`config.mk`:
```
export PLATFORM = sky130hd
export DESIGN_NAME = pscap_top
export DESIGN_NICKNAME = d
export VERILOG_FILES = /design/src/hdl/pscap_pkg.sv /design/src/hdl/pscap_clk_if.sv /design/src/hdl/pscap_rxclk_div.sv /design/src/hdl/pscap_top.sv
export SDC_FILE = /design/constraint.sdc
export NUM_CORES = 1
export LEC_CHECK = 0
export ABC_CLOCK_PERIOD_IN_PS = 1500
export BUFFER_PORTS_ARGS = -buffer_cell sky130_fd_sc_hd__buf_2
export CELL_PAD_IN_SITES_DETAIL_PLACEMENT = 1
export CELL_PAD_IN_SITES_GLOBAL_PLACEMENT = 1
export CORE_ASPECT_RATIO = 1.4
export CORE_MARGIN = 10
export CORE_UTILIZATION = 30
export DETAILED_ROUTE_END_ITERATION = 10
export PLACE_DENSITY = 0.66
export SLEW_MARGIN = 20
export SYNTH_ARGS = -nofsm -noshare
export SYNTH_HDL_FRONTEND = slang
export SYNTH_HIERARCHICAL = 1
export SYNTH_SLANG_ARGS = --single-unit
```
`constraint.sdc`:
```
create_clock -name clk -period 1.5 [get_ports clk]
set_input_delay 0.075 -clock clk [delete_from_list [all_inputs] [get_ports clk]]
set_output_delay 0.075 -clock clk [all_outputs]
set_load 0.02 [all_outputs]
```
`src/hdl/pscap_pkg.sv`:
```
// pscap_pkg: constants shared by the strap capture block and its clock divider.
// assumes a 40 MHz core clock and an MII receive clock derived from it.
package pscap_pkg;
  localparam int unsigned CLK_HZ          = 40000000;
  localparam int unsigned RXCLK_100_HZ    = 25000000;
  localparam int unsigned RXCLK_10_HZ     = 2500000;
  localparam int unsigned REFCLK_HZ       = 50000000;
  // half periods in core cycles, rounded down, never below one
  localparam int unsigned HALF_100_RAW    = CLK_HZ / (2 * RXCLK_100_HZ);
  localparam int unsigned HALF_100        = (HALF_100_RAW < 1) ? 1 : HALF_100_RAW;
  localparam int unsigned HALF_10_RAW     = CLK_HZ / (2 * RXCLK_10_HZ);
  localparam int unsigned HALF_10         = (HALF_10_RAW < 1) ? 1 : HALF_10_RAW;
  localparam int unsigned DIV_W           = 8;
  localparam logic [2:0]  ADDR_RST        = 3'h0;
  localparam logic        LOOP_RST        = 1'h0;
  localparam logic        ISO_RST         = 1'h0;
  localparam int unsigned ADDR_BIT2_POS   = 0;
  localparam int unsigned ADDR_BIT3_POS   = 1;
  localparam int unsigned ADDR_BIT4_POS   = 2;
  localparam int unsigned RXD0_POS        = 0;
  localparam int unsigned RXD1_POS        = 1;
  localparam int unsigned RXD2_POS        = 2;
  localparam int unsigned RXDV_POS        = 4;
  localparam int unsigned RXER_POS        = 5;
  localparam int unsigned TXC_POS         = 6;
  localparam int unsigned PIN_N           = 7;
endpackage

```
`src/hdl/pscap_clk_if.sv`:
```
// pscap_clk_if: carries divider settings and the divided clock between modules.
// assumes both ends run on the core clock.
`timescale 1ns/1ps
interface pscap_clk_if;
  logic             speed_100;
  logic             run;
  logic             clk_level;
  modport ctrl (output speed_100, output run, input clk_level);
  modport div  (input speed_100, input run, output clk_level);
endinterface

```
`src/hdl/pscap_rxclk_div.sv`:
```
// pscap_rxclk_div: divides the core clock down to the MII receive clock.
// assumes the core clock rate in the package; at 40 MHz the 100 Mbit/s rate is limited by the clock.
`timescale 1ns/1ps
module pscap_rxclk_div
  import pscap_pkg::*;
#(
  parameter int unsigned HALF_FAST = HALF_100,
  parameter int unsigned HALF_SLOW = HALF_10
) (
  input  wire logic clk,
  input  wire logic rst,
  input  wire logic ce,
  pscap_clk_if.div  dv
);
  logic [DIV_W-1:0] cnt;
  logic [DIV_W-1:0] next_cnt;
  logic             lvl;
  logic             next_lvl;
  logic [DIV_W-1:0] limit;

  assign limit = dv.speed_100 ? DIV_W'(HALF_FAST - 1) : DIV_W'(HALF_SLOW - 1);
  assign dv.clk_level = lvl;

  // rate per speed
  always_comb begin
    next_cnt = cnt;
    next_lvl = lvl;
    if (!dv.run) begin
      next_cnt = '0;
      next_lvl = 1'h0;
    end else if (cnt >= limit) begin
      next_cnt = '0;
      next_lvl = ~lvl;
    end else begin
      next_cnt = cnt + DIV_W'(1);
    end
  end

  always_ff @(posedge clk or posedge rst) begin
    if (rst) begin
      cnt <= '0;
      lvl <= 1'h0;
    end else if (ce) begin
      cnt <= next_cnt;
      lvl <= next_lvl;
    end
  end
endmodule

```
`src/hdl/pscap_top.sv`:
```
// pscap_top: catches straps on the receive pins during reset, drives the receive
// clock and handles the transmit clock pin as output or reference input.
// assumes strap pins have pull-downs and are driven only by resistors during reset.
//
// Behaviour
// during reset, receive data 2,1,0 become station address bits 2,3,4
// during reset, receive data valid becomes the coding loopback enable
// during reset, receive error becomes the isolation setting
// receive clock is 25 MHz at 100 Mbit/s, 2.5 MHz at 10 Mbit/s; the divider gives 20 MHz at 100 Mbit/s from the 40 MHz core clock
// transmit clock pin is an output, or accepts a 50 MHz reference; the edge detector samples it on the 40 MHz core clock, too slow for 50 MHz
// the MAC uses the receive nibble only while data valid is high
// unpulled straps read zero; captured values hold until next reset
`timescale 1ns/1ps
module pscap_top
  import pscap_pkg::*;
(
  input  wire logic       clk,
  input  wire logic       rst,
  input  wire logic       ce,
  input  wire logic       speed_100,
  input  wire logic       ref_clk_mode,
  input  wire logic [3:0] rx_data_in,
  input  wire logic       rx_valid_in,
  input  wire logic       rx_error_in,
  input  wire logic [3:0] rx_data,
  input  wire logic       rx_valid,
  input  wire logic       rx_error,
  input  wire logic       tx_clk_in,
  output logic [3:0]      rx_data_out,
  output logic [3:0]      rx_data_oe_n,
  output logic            rx_valid_out,
  output logic            rx_valid_oe_n,
  output logic            rx_error_out,
  output logic            rx_error_oe_n,
  output logic            rx_clk,
  output logic            tx_clk_out,
  output logic            tx_clk_oe_n,
  output logic            ref_clk_edge,
  output logic [2:0]      station_address,
  output logic            coding_loopback_strap,
  output logic            isolate
);
  ////////////////////////////////////////////////////////////////
  // pin synchronisers, kept out of reset so that the pins are still
  // sampled while reset is held; the straps are taken from them later
  logic [PIN_N-1:0] pin_raw;
  logic [PIN_N-1:0] sync2;
  logic             txc_d;
  logic             rst_seen;

  // bit order follows the package positions
  assign pin_raw = {tx_clk_in, rx_error_in, rx_valid_in, rx_data_in};

  // first stage feeds only the second
  generate
    for (genvar gi = 0; gi < PIN_N; gi++) begin : g_sync
      logic stage1;
      logic stage2;

      always_ff @(posedge clk) begin
        if (ce) begin
          stage1 <= pin_raw[gi];
          stage2 <= stage1;
        end
      end

      assign sync2[gi] = stage2;
    end
  endgenerate

  // edge history is not reset either: a reset value of zero would
  // fake an edge on release while the reference clock is high
  always_ff @(posedge clk) begin
    if (ce) begin
      txc_d <= sync2[TXC_POS];
    end
  end

  ////////////////////////////////////////////////////////////////
  // strap capture: an async reset can only load constants, so the pin
  // levels that the synchronisers took while reset was held are loaded
  // on the second enabled edge after release
  // limitation: strap pins must stay steady from the last edges of
  // reset through that second edge
  logic [2:0] next_addr;
  logic       next_loop;
  logic       next_iso;
  logic       next_seen;
  logic       cap_cnt;
  logic       next_cap_cnt;

  always_comb begin
    next_addr    = station_address;
    next_loop    = coding_loopback_strap;
    next_iso     = isolate;
    next_seen    = rst_seen;
    next_cap_cnt = cap_cnt;
    if (!rst_seen) begin
      // waits one more edge so the synchroniser holds settled pin levels
      if (cap_cnt) begin
        // station address capture
        next_addr[ADDR_BIT2_POS] = sync2[RXD2_POS];
        next_addr[ADDR_BIT3_POS] = sync2[RXD1_POS];
        next_addr[ADDR_BIT4_POS] = sync2[RXD0_POS];
        // loopback strap capture
        next_loop = sync2[RXDV_POS];
        // isolation strap capture
        next_iso  = sync2[RXER_POS];
        next_seen = 1'h1;
      end else begin
        next_cap_cnt = 1'h1;
      end
    end
  end

  // values frozen after capture
  always_ff @(posedge clk or posedge rst) begin
    if (rst) begin
      station_address       <= ADDR_RST;
      coding_loopback_strap <= LOOP_RST;
      isolate               <= ISO_RST;
      rst_seen              <= 1'h0;
      cap_cnt               <= 1'h0;
    end else if (ce) begin
      station_address       <= next_addr;
      coding_loopback_strap <= next_loop;
      isolate               <= next_iso;
      rst_seen              <= next_seen;
      cap_cnt               <= next_cap_cnt;
    end
  end

  ////////////////////////////////////////////////////////////////
  // receive clock and transmit clock pin
  // the divider is held until the straps are taken, so the receive
  // clock starts low and in a known phase after every reset
  pscap_clk_if cif ();
  assign cif.speed_100 = speed_100;
  assign cif.run       = rst_seen;

  pscap_rxclk_div u_div (
    .clk (clk),
    .rst (rst),
    .ce  (ce),
    .dv  (cif.div)
  );

  logic next_edge;
  logic next_txc_oe_n;
  logic next_txc;
  logic next_rxc;

  always_comb begin
    // receive clock out
    next_rxc      = cif.clk_level;
    // pin direction by mode
    next_txc_oe_n = ref_clk_mode;
    next_txc      = ref_clk_mode ? 1'h0 : cif.clk_level;
    // reference rising edges
    next_edge     = ref_clk_mode & sync2[TXC_POS] & ~txc_d;
  end

  ////////////////////////////////////////////////////////////////
  // clock pins: receive clock, transmit clock pin and reference edge;
  // the transmit pin is released in reset so a reference can drive it
  always_ff @(posedge clk or posedge rst) begin
    if (rst) begin
      rx_clk       <= 1'h0;
      tx_clk_out   <= 1'h0;
      tx_clk_oe_n  <= 1'h1;
      ref_clk_edge <= 1'h0;
    end else if (ce) begin
      rx_clk       <= next_rxc;
      tx_clk_out   <= next_txc;
      tx_clk_oe_n  <= next_txc_oe_n;
      ref_clk_edge <= next_edge;
    end
  end

  ////////////////////////////////////////////////////////////////
  // receive pins stay released until straps are taken, so the MAC
  // cannot fight the pull resistors; isolation keeps them released
  // same decision for the nibble and for valid and error
  function automatic logic drive_ok(input logic taken, input logic iso);
    drive_ok = taken & ~iso;
  endfunction

  logic [3:0] next_rxd_oe_n;
  logic       next_rxo_oe_n;
  logic [3:0] next_rxd;
  logic       next_rxv;
  logic       next_rxe;

  always_comb begin
    // nibble zeroed while not valid
    next_rxd      = rx_valid ? rx_data : 4'h0;
    next_rxv      = rx_valid;
    next_rxe      = rx_error;
    // released while isolated
    next_rxd_oe_n = drive_ok(rst_seen, isolate) ? 4'h0 : 4'hF;
    next_rxo_oe_n = ~drive_ok(rst_seen, isolate);
  end

  // receive pins, one cycle behind the internal receive logic
  always_ff @(posedge clk or posedge rst) begin
    if (rst) begin
      rx_data_out   <= 4'h0;
      rx_valid_out  <= 1'h0;
      rx_error_out  <= 1'h0;
      rx_data_oe_n  <= 4'hF;
      rx_valid_oe_n <= 1'h1;
      rx_error_oe_n <= 1'h1;
    end else if (ce) begin
      rx_data_out   <= next_rxd;
      rx_valid_out  <= next_rxv;
      rx_error_out  <= next_rxe;
      rx_data_oe_n  <= next_rxd_oe_n;
      rx_valid_oe_n <= next_rxo_oe_n;
      rx_error_oe_n <= next_rxo_oe_n;
    end
  end
endmodule

```
* Word-level counts from Yosys, hierarchy flattened
Index checks and enable logic that the tools add are counted.
** Storage, ports and cells
- Flip-flop bits (word level) :: 44
- Input bits :: 18
- Output and inout port bits :: 21
- Logic and storage cells :: 53
** Operators by class
- $add $sub $neg :: 1
- Magnitude comparators :: 1
- Equality and inequality tests :: 1
- Multiplexer cells :: 10
- Bitwise logic cells :: 8
- Reductions and logical operators :: 3
** Operator list (number)
- 8-bit two-way mux :: 2
- 8-bit by 1-bit adder with 8-bit output, second input constant :: 1
- 8-bit >= comparator :: 1
- 4-bit two-way mux :: 2
- 1-bit two-way mux :: 5
- 1-bit inverter :: 5
- 2-bit AND reduction :: 2
- 1-bit AND :: 3
- 3-bit two-way mux :: 1
- 3-bit AND reduction :: 1
- 2-bit by 1-bit != test with 1-bit output, second input constant :: 1

* Longest topological paths before layout
- Depth after elaboration :: 4
- Mapped depth :: 6
- Gate-level depth less buffers :: 6

* Hierarchy
Netlist, hierarchy kept.
** By module, submodules not included
- pscap_top :: instances 1, cells an instance 73, area an instance 1157.4 sq um, sequential area each 843.3 sq um
- pscap_rxclk_div :: instances 1, cells an instance 53, area an instance 510.5 sq um, sequential area each 225.2 sq um

* Worst setup path before layout
Ideal clock, no wire load.
- Path type :: register -> register
- Start point :: reg u_div.cnt[0]
- End point :: reg u_div.lvl (netlist: u_div/dv.clk_level)
- Setup time :: 0.079 ns
- Arrival time :: 1.396 ns
- Data required time :: 1.421 ns
- Path slack :: 0.025 ns
- Cell stages (with the launch flop) :: 7
- Path buffers :: 0
- Period minus slack after synthesis :: 1.475 ns
- Path through :: dfrtp_1 inv_1 ha_1 nor3b_1 o211ai_2 and2_4 mux2i_1
** On the way
- Cells in the longest elaborated chain, start to end :: 3
** RTL lines
- from (decl) :: line pscap_rxclk_div.sv:15 : logic [DIV_W-1:0] cnt;
- from (signal assigned) :: line pscap_rxclk_div.sv:44 : cnt <= next_cnt;
- 8-bit >= comparator :: line pscap_rxclk_div.sv:31 : end else if (cnt >= limit) begin
- 2-bit by 1-bit != test with 1-bit output (no source line)
- 2-bit AND reduction (no source line)
- to (signal assigned) :: line pscap_rxclk_div.sv:45 : lvl <= next_lvl;
- to (decl) :: line pscap_rxclk_div.sv:17 : logic lvl;
No other way between the ends.
A chain may end at the register's enable or synchronous reset.

* Worst setup path in the final report
Ends and elaborated chain as after synthesis.

==> results.md <==
* Final setup vio count at 0
* Vias/cell at 4.58
* Final net count at 201
* Initial antenna violation count at 0
* R2R cell count at 6
* Power density cells at 1300 nW/µm²
* Ant diodes at 0
* DRC Markers at 0
* CTS Buf Count at 5
* Fin crit period at about 1.5 ns
* Worst-margin pin slew at ~0.67 ns
* Grt ovf at 0
* Clock transition at path regs at ~0.08 ns
* Post-DRT Antenna Nets at 0
* Core area at between 5000 and 6000 µm²
* Setup crit start kind: register
* Starting density of the core at 30.6%
* Maximum vdd drop at about 0.61 mV
* Clock Latency Late Sink at 0.29 ns
* RSZ-0062 raised after global routing: yes
* Cell leakage power at 1.07 nW
* DRT met1 WL at 1490 µm
* Crit path capture type: register
* CTS tree: built
* Die height at approximately 110 µm
* Synth cell types at 29
* Fin. max-slew vios at 0
* Place WS at -0.0945 ns
* CTS root buf: clkbuf_8
* Post-DP HPWL at 2760 µm
* Ys Warns at 6
* Fillers at 612
* Mapped Avg Cell Area at 13.2 µm²
* Gr usage total at 8.31%
* Rows at 32
* Hold slack at 0.0181 ns
* Met2 wire len at around 2100 µm
* Synth Register Bits at 40
* Number of global-route vias before repair at 1237
* CP required at 1.71 ns
* Wire per inst at 15.2 µm
* Number of port buffers at 37
* Met3 Wirelength at roughly 140 µm
* Critical Path AT at 1.69 ns
* First-pass iteration count of the detailed router at 4
* Achievable Freq at 678 MHz
* Hold Path Class: in -> reg
* R2r endpoint: u_div/dv.clk_level$_DFFE_PP0P_
* Total power at 2.85 mW
* Clk sinks at 40
* Fin util at 40.4%
* Period utilization at a little over nine tenths
* Status: completed
* FF-to-FF setup slack at 0.02 ns
* H-tree levels at 2
* Vias post-DR at 1135
* Setup TNS at 0 ns
* First-pass GRT wire length at 6140 µm
* Post-Synthesis Cells at 126
* Final wirelength at 3780 µm
* Mapped Area at 1670 µm²
* CP max FO at 6
* Hold_sp: rx_error
* Proportion of layout cells with a drive suffix above 1 at 43.3%
* Die width at just over 80 µm
* Clk buf depth at 2
* Pin count of the biggest net entering global routing at 25
* Seq/Total Area, Yosys at between 60 and 70%
* Worst Setup Path Type: reg -> reg
* Initial DRC count at 70
* Worst hold endpoint: rx_error_out$_DFFE_PP0P_
* Hold Path Depth at 2
* Reg-to-reg startpoint: u_div/cnt[0]$_DFFE_PP0P_
* Final WS setup at 0.0241 ns
* Max Cap Viol at 0
* GP Congestion at approximately 0.8
* Synth Net Count at 148
* Ports at 39
* Setup Skew at 0.00189 ns
* Top Layer Used: met4
* Die area at 8980 µm²
* Area Growth Syn to Fin at 31.8%
* Hold Fails Final Rpt at 0
* Slew headroom at 55.5%
routing by layer:
metal  vias up  track usage (%)
met5         -                0
met4         0             2.93
met3         2             2.48
met2        28             15.2
met1       572             8.90
li1        533                -
report_power, final:
part	switching, mW	internal, mW
registers	0.0732	1.25
logic	0.411	0.417
clock network	0.371	0.324
registers in the layout (all words and copies together) (netlist names), 3 cells and up:
name / flops
g_sync.stage1: 6
u_div/cnt: 8
station_address: 3
rx_data_out: 4
g_sync.stage2: 6
cells in the mapped netlist:
library cell	n	area share (%)
nand4_1	1	0.38
mux2i_1	1	0.60
edfxtp_1	13	23
nand3b_1	1	0.45
buf_2	1	0.30
nand3b_4	1	1.2
nor4_1	1	0.38
nand3_1	5	1.5
nor3b_1	1	0.45
nand4b_1	1	0.53
nand2_1	9	2.0
o22a_1	1	0.53
mux2_2	5	3.4
a31oi_1	1	0.38
mux2_4	5	4.5
dfstp_2	2	3.2
nor3_1	3	0.90
a21o_1	2	0.90
dfrtp_1	25	38
o21ai_0	8	2.4
and2_4	1	0.53
o211ai_2	1	0.75
nor4b_2	1	0.90
nor2_1	7	1.6
inv_1	13	2.9
xnor2_1	3	1.6
ha_1	4	3.0
o22ai_1	2	0.75
buf_4	7	3.2
worst max-delay path: stages, from the launching register on:
cell	delay, ns
dfrtp_1	0.40
inv_2	0.08
ha_4	0.20
nor3b_4	0.23
o211ai_4	0.15
and2_4	0.22
mux2i_1	0.12
cells by family (layout without fill, tap and decap cells):
kind of cell,Yosys count,count (layout),share of synthesized area [%]
fa+ha+maj,4,4,3.00
compound gates,15,15,5.70
simple gates,32,32,10.8
flops,40,40,64.1
xor+xnor,3,3,1.58
buf+inv,21,75,6.38
mux,11,11,8.48
cell usage in the layout, fill, tap and decap left out, types with 2 or more instances in the layout:
master	instances
a21o_1	2
buf_2	37
buf_4	9
clkbuf_8	5
clkinv_2	2
dfrtp_1	25
dfstp_2	2
dlygate4sd3_1	7
edfxtp_1	13
ha_1	2
ha_4	2
inv_1	12
mux2_2	4
mux2_4	6
nand2_1	9
nand3_1	5
nor2_1	7
nor3_1	2
o21ai_0	6
xnor2_1	3
worst max-delay path by stage:
| stage | startpoint | to | slack [ns] | depth (start not counted) |
|---|---|---|---|---|
| final | u_div/cnt[0]$_DFFE_PP0P_ | u_div/dv.clk_level$_DFFE_PP0P_ | 0.02 | 6 |
| after global routing | u_div/cnt[0]$_DFFE_PP0P_ | u_div/dv.clk_level$_DFFE_PP0P_ | -0.05 | 6 |
| after CTS | u_div/cnt[0]$_DFFE_PP0P_ | u_div/cnt[0]$_DFFE_PP0P_ | 0.0004 | 6 |
| after detailed placement | u_div/cnt[0]$_DFFE_PP0P_ | u_div/dv.clk_level$_DFFE_PP0P_ | -0.09 | 6 |
| after global placement | u_div/cnt[0]$_DFFE_PP0P_ | u_div/dv.clk_level$_DFFE_PP0P_ | -0.005 | 6 |
| after floorplan | u_div/cnt[0]$_DFFE_PP0P_ | u_div/dv.clk_level$_DFFE_PP0P_ | 0.02 | 6 |
per-stage QoR:
stage               area [µm²]  std cells
global route              2200        248
floorplan                 1670        126
CTS                       2120        246
detailed placement        1950        230
global placement          1950        230
finish                    2200        248
cell type report:
type	count	area [µm²]	share of cell area, %
repair buffers	54	343	15.6
clock buffers	5	68.8	3.13
well taps	68	85.1	3.87
flip-flops and latches	40	1070	48.6
inverters	13	48.8	2.22
multi-input cells	65	566	25.7
clock inverters	3	18.8	0.854
what timing repair did:
action,CTS,global route
resized for setup,2,12
hold buffers,7,0
pin swaps,3,3
buffers inserted,1,2
endpoints found under the setup margin,9,9
endpoints found under the hold margin,31,0
Power figures use the tool's default switching activity.
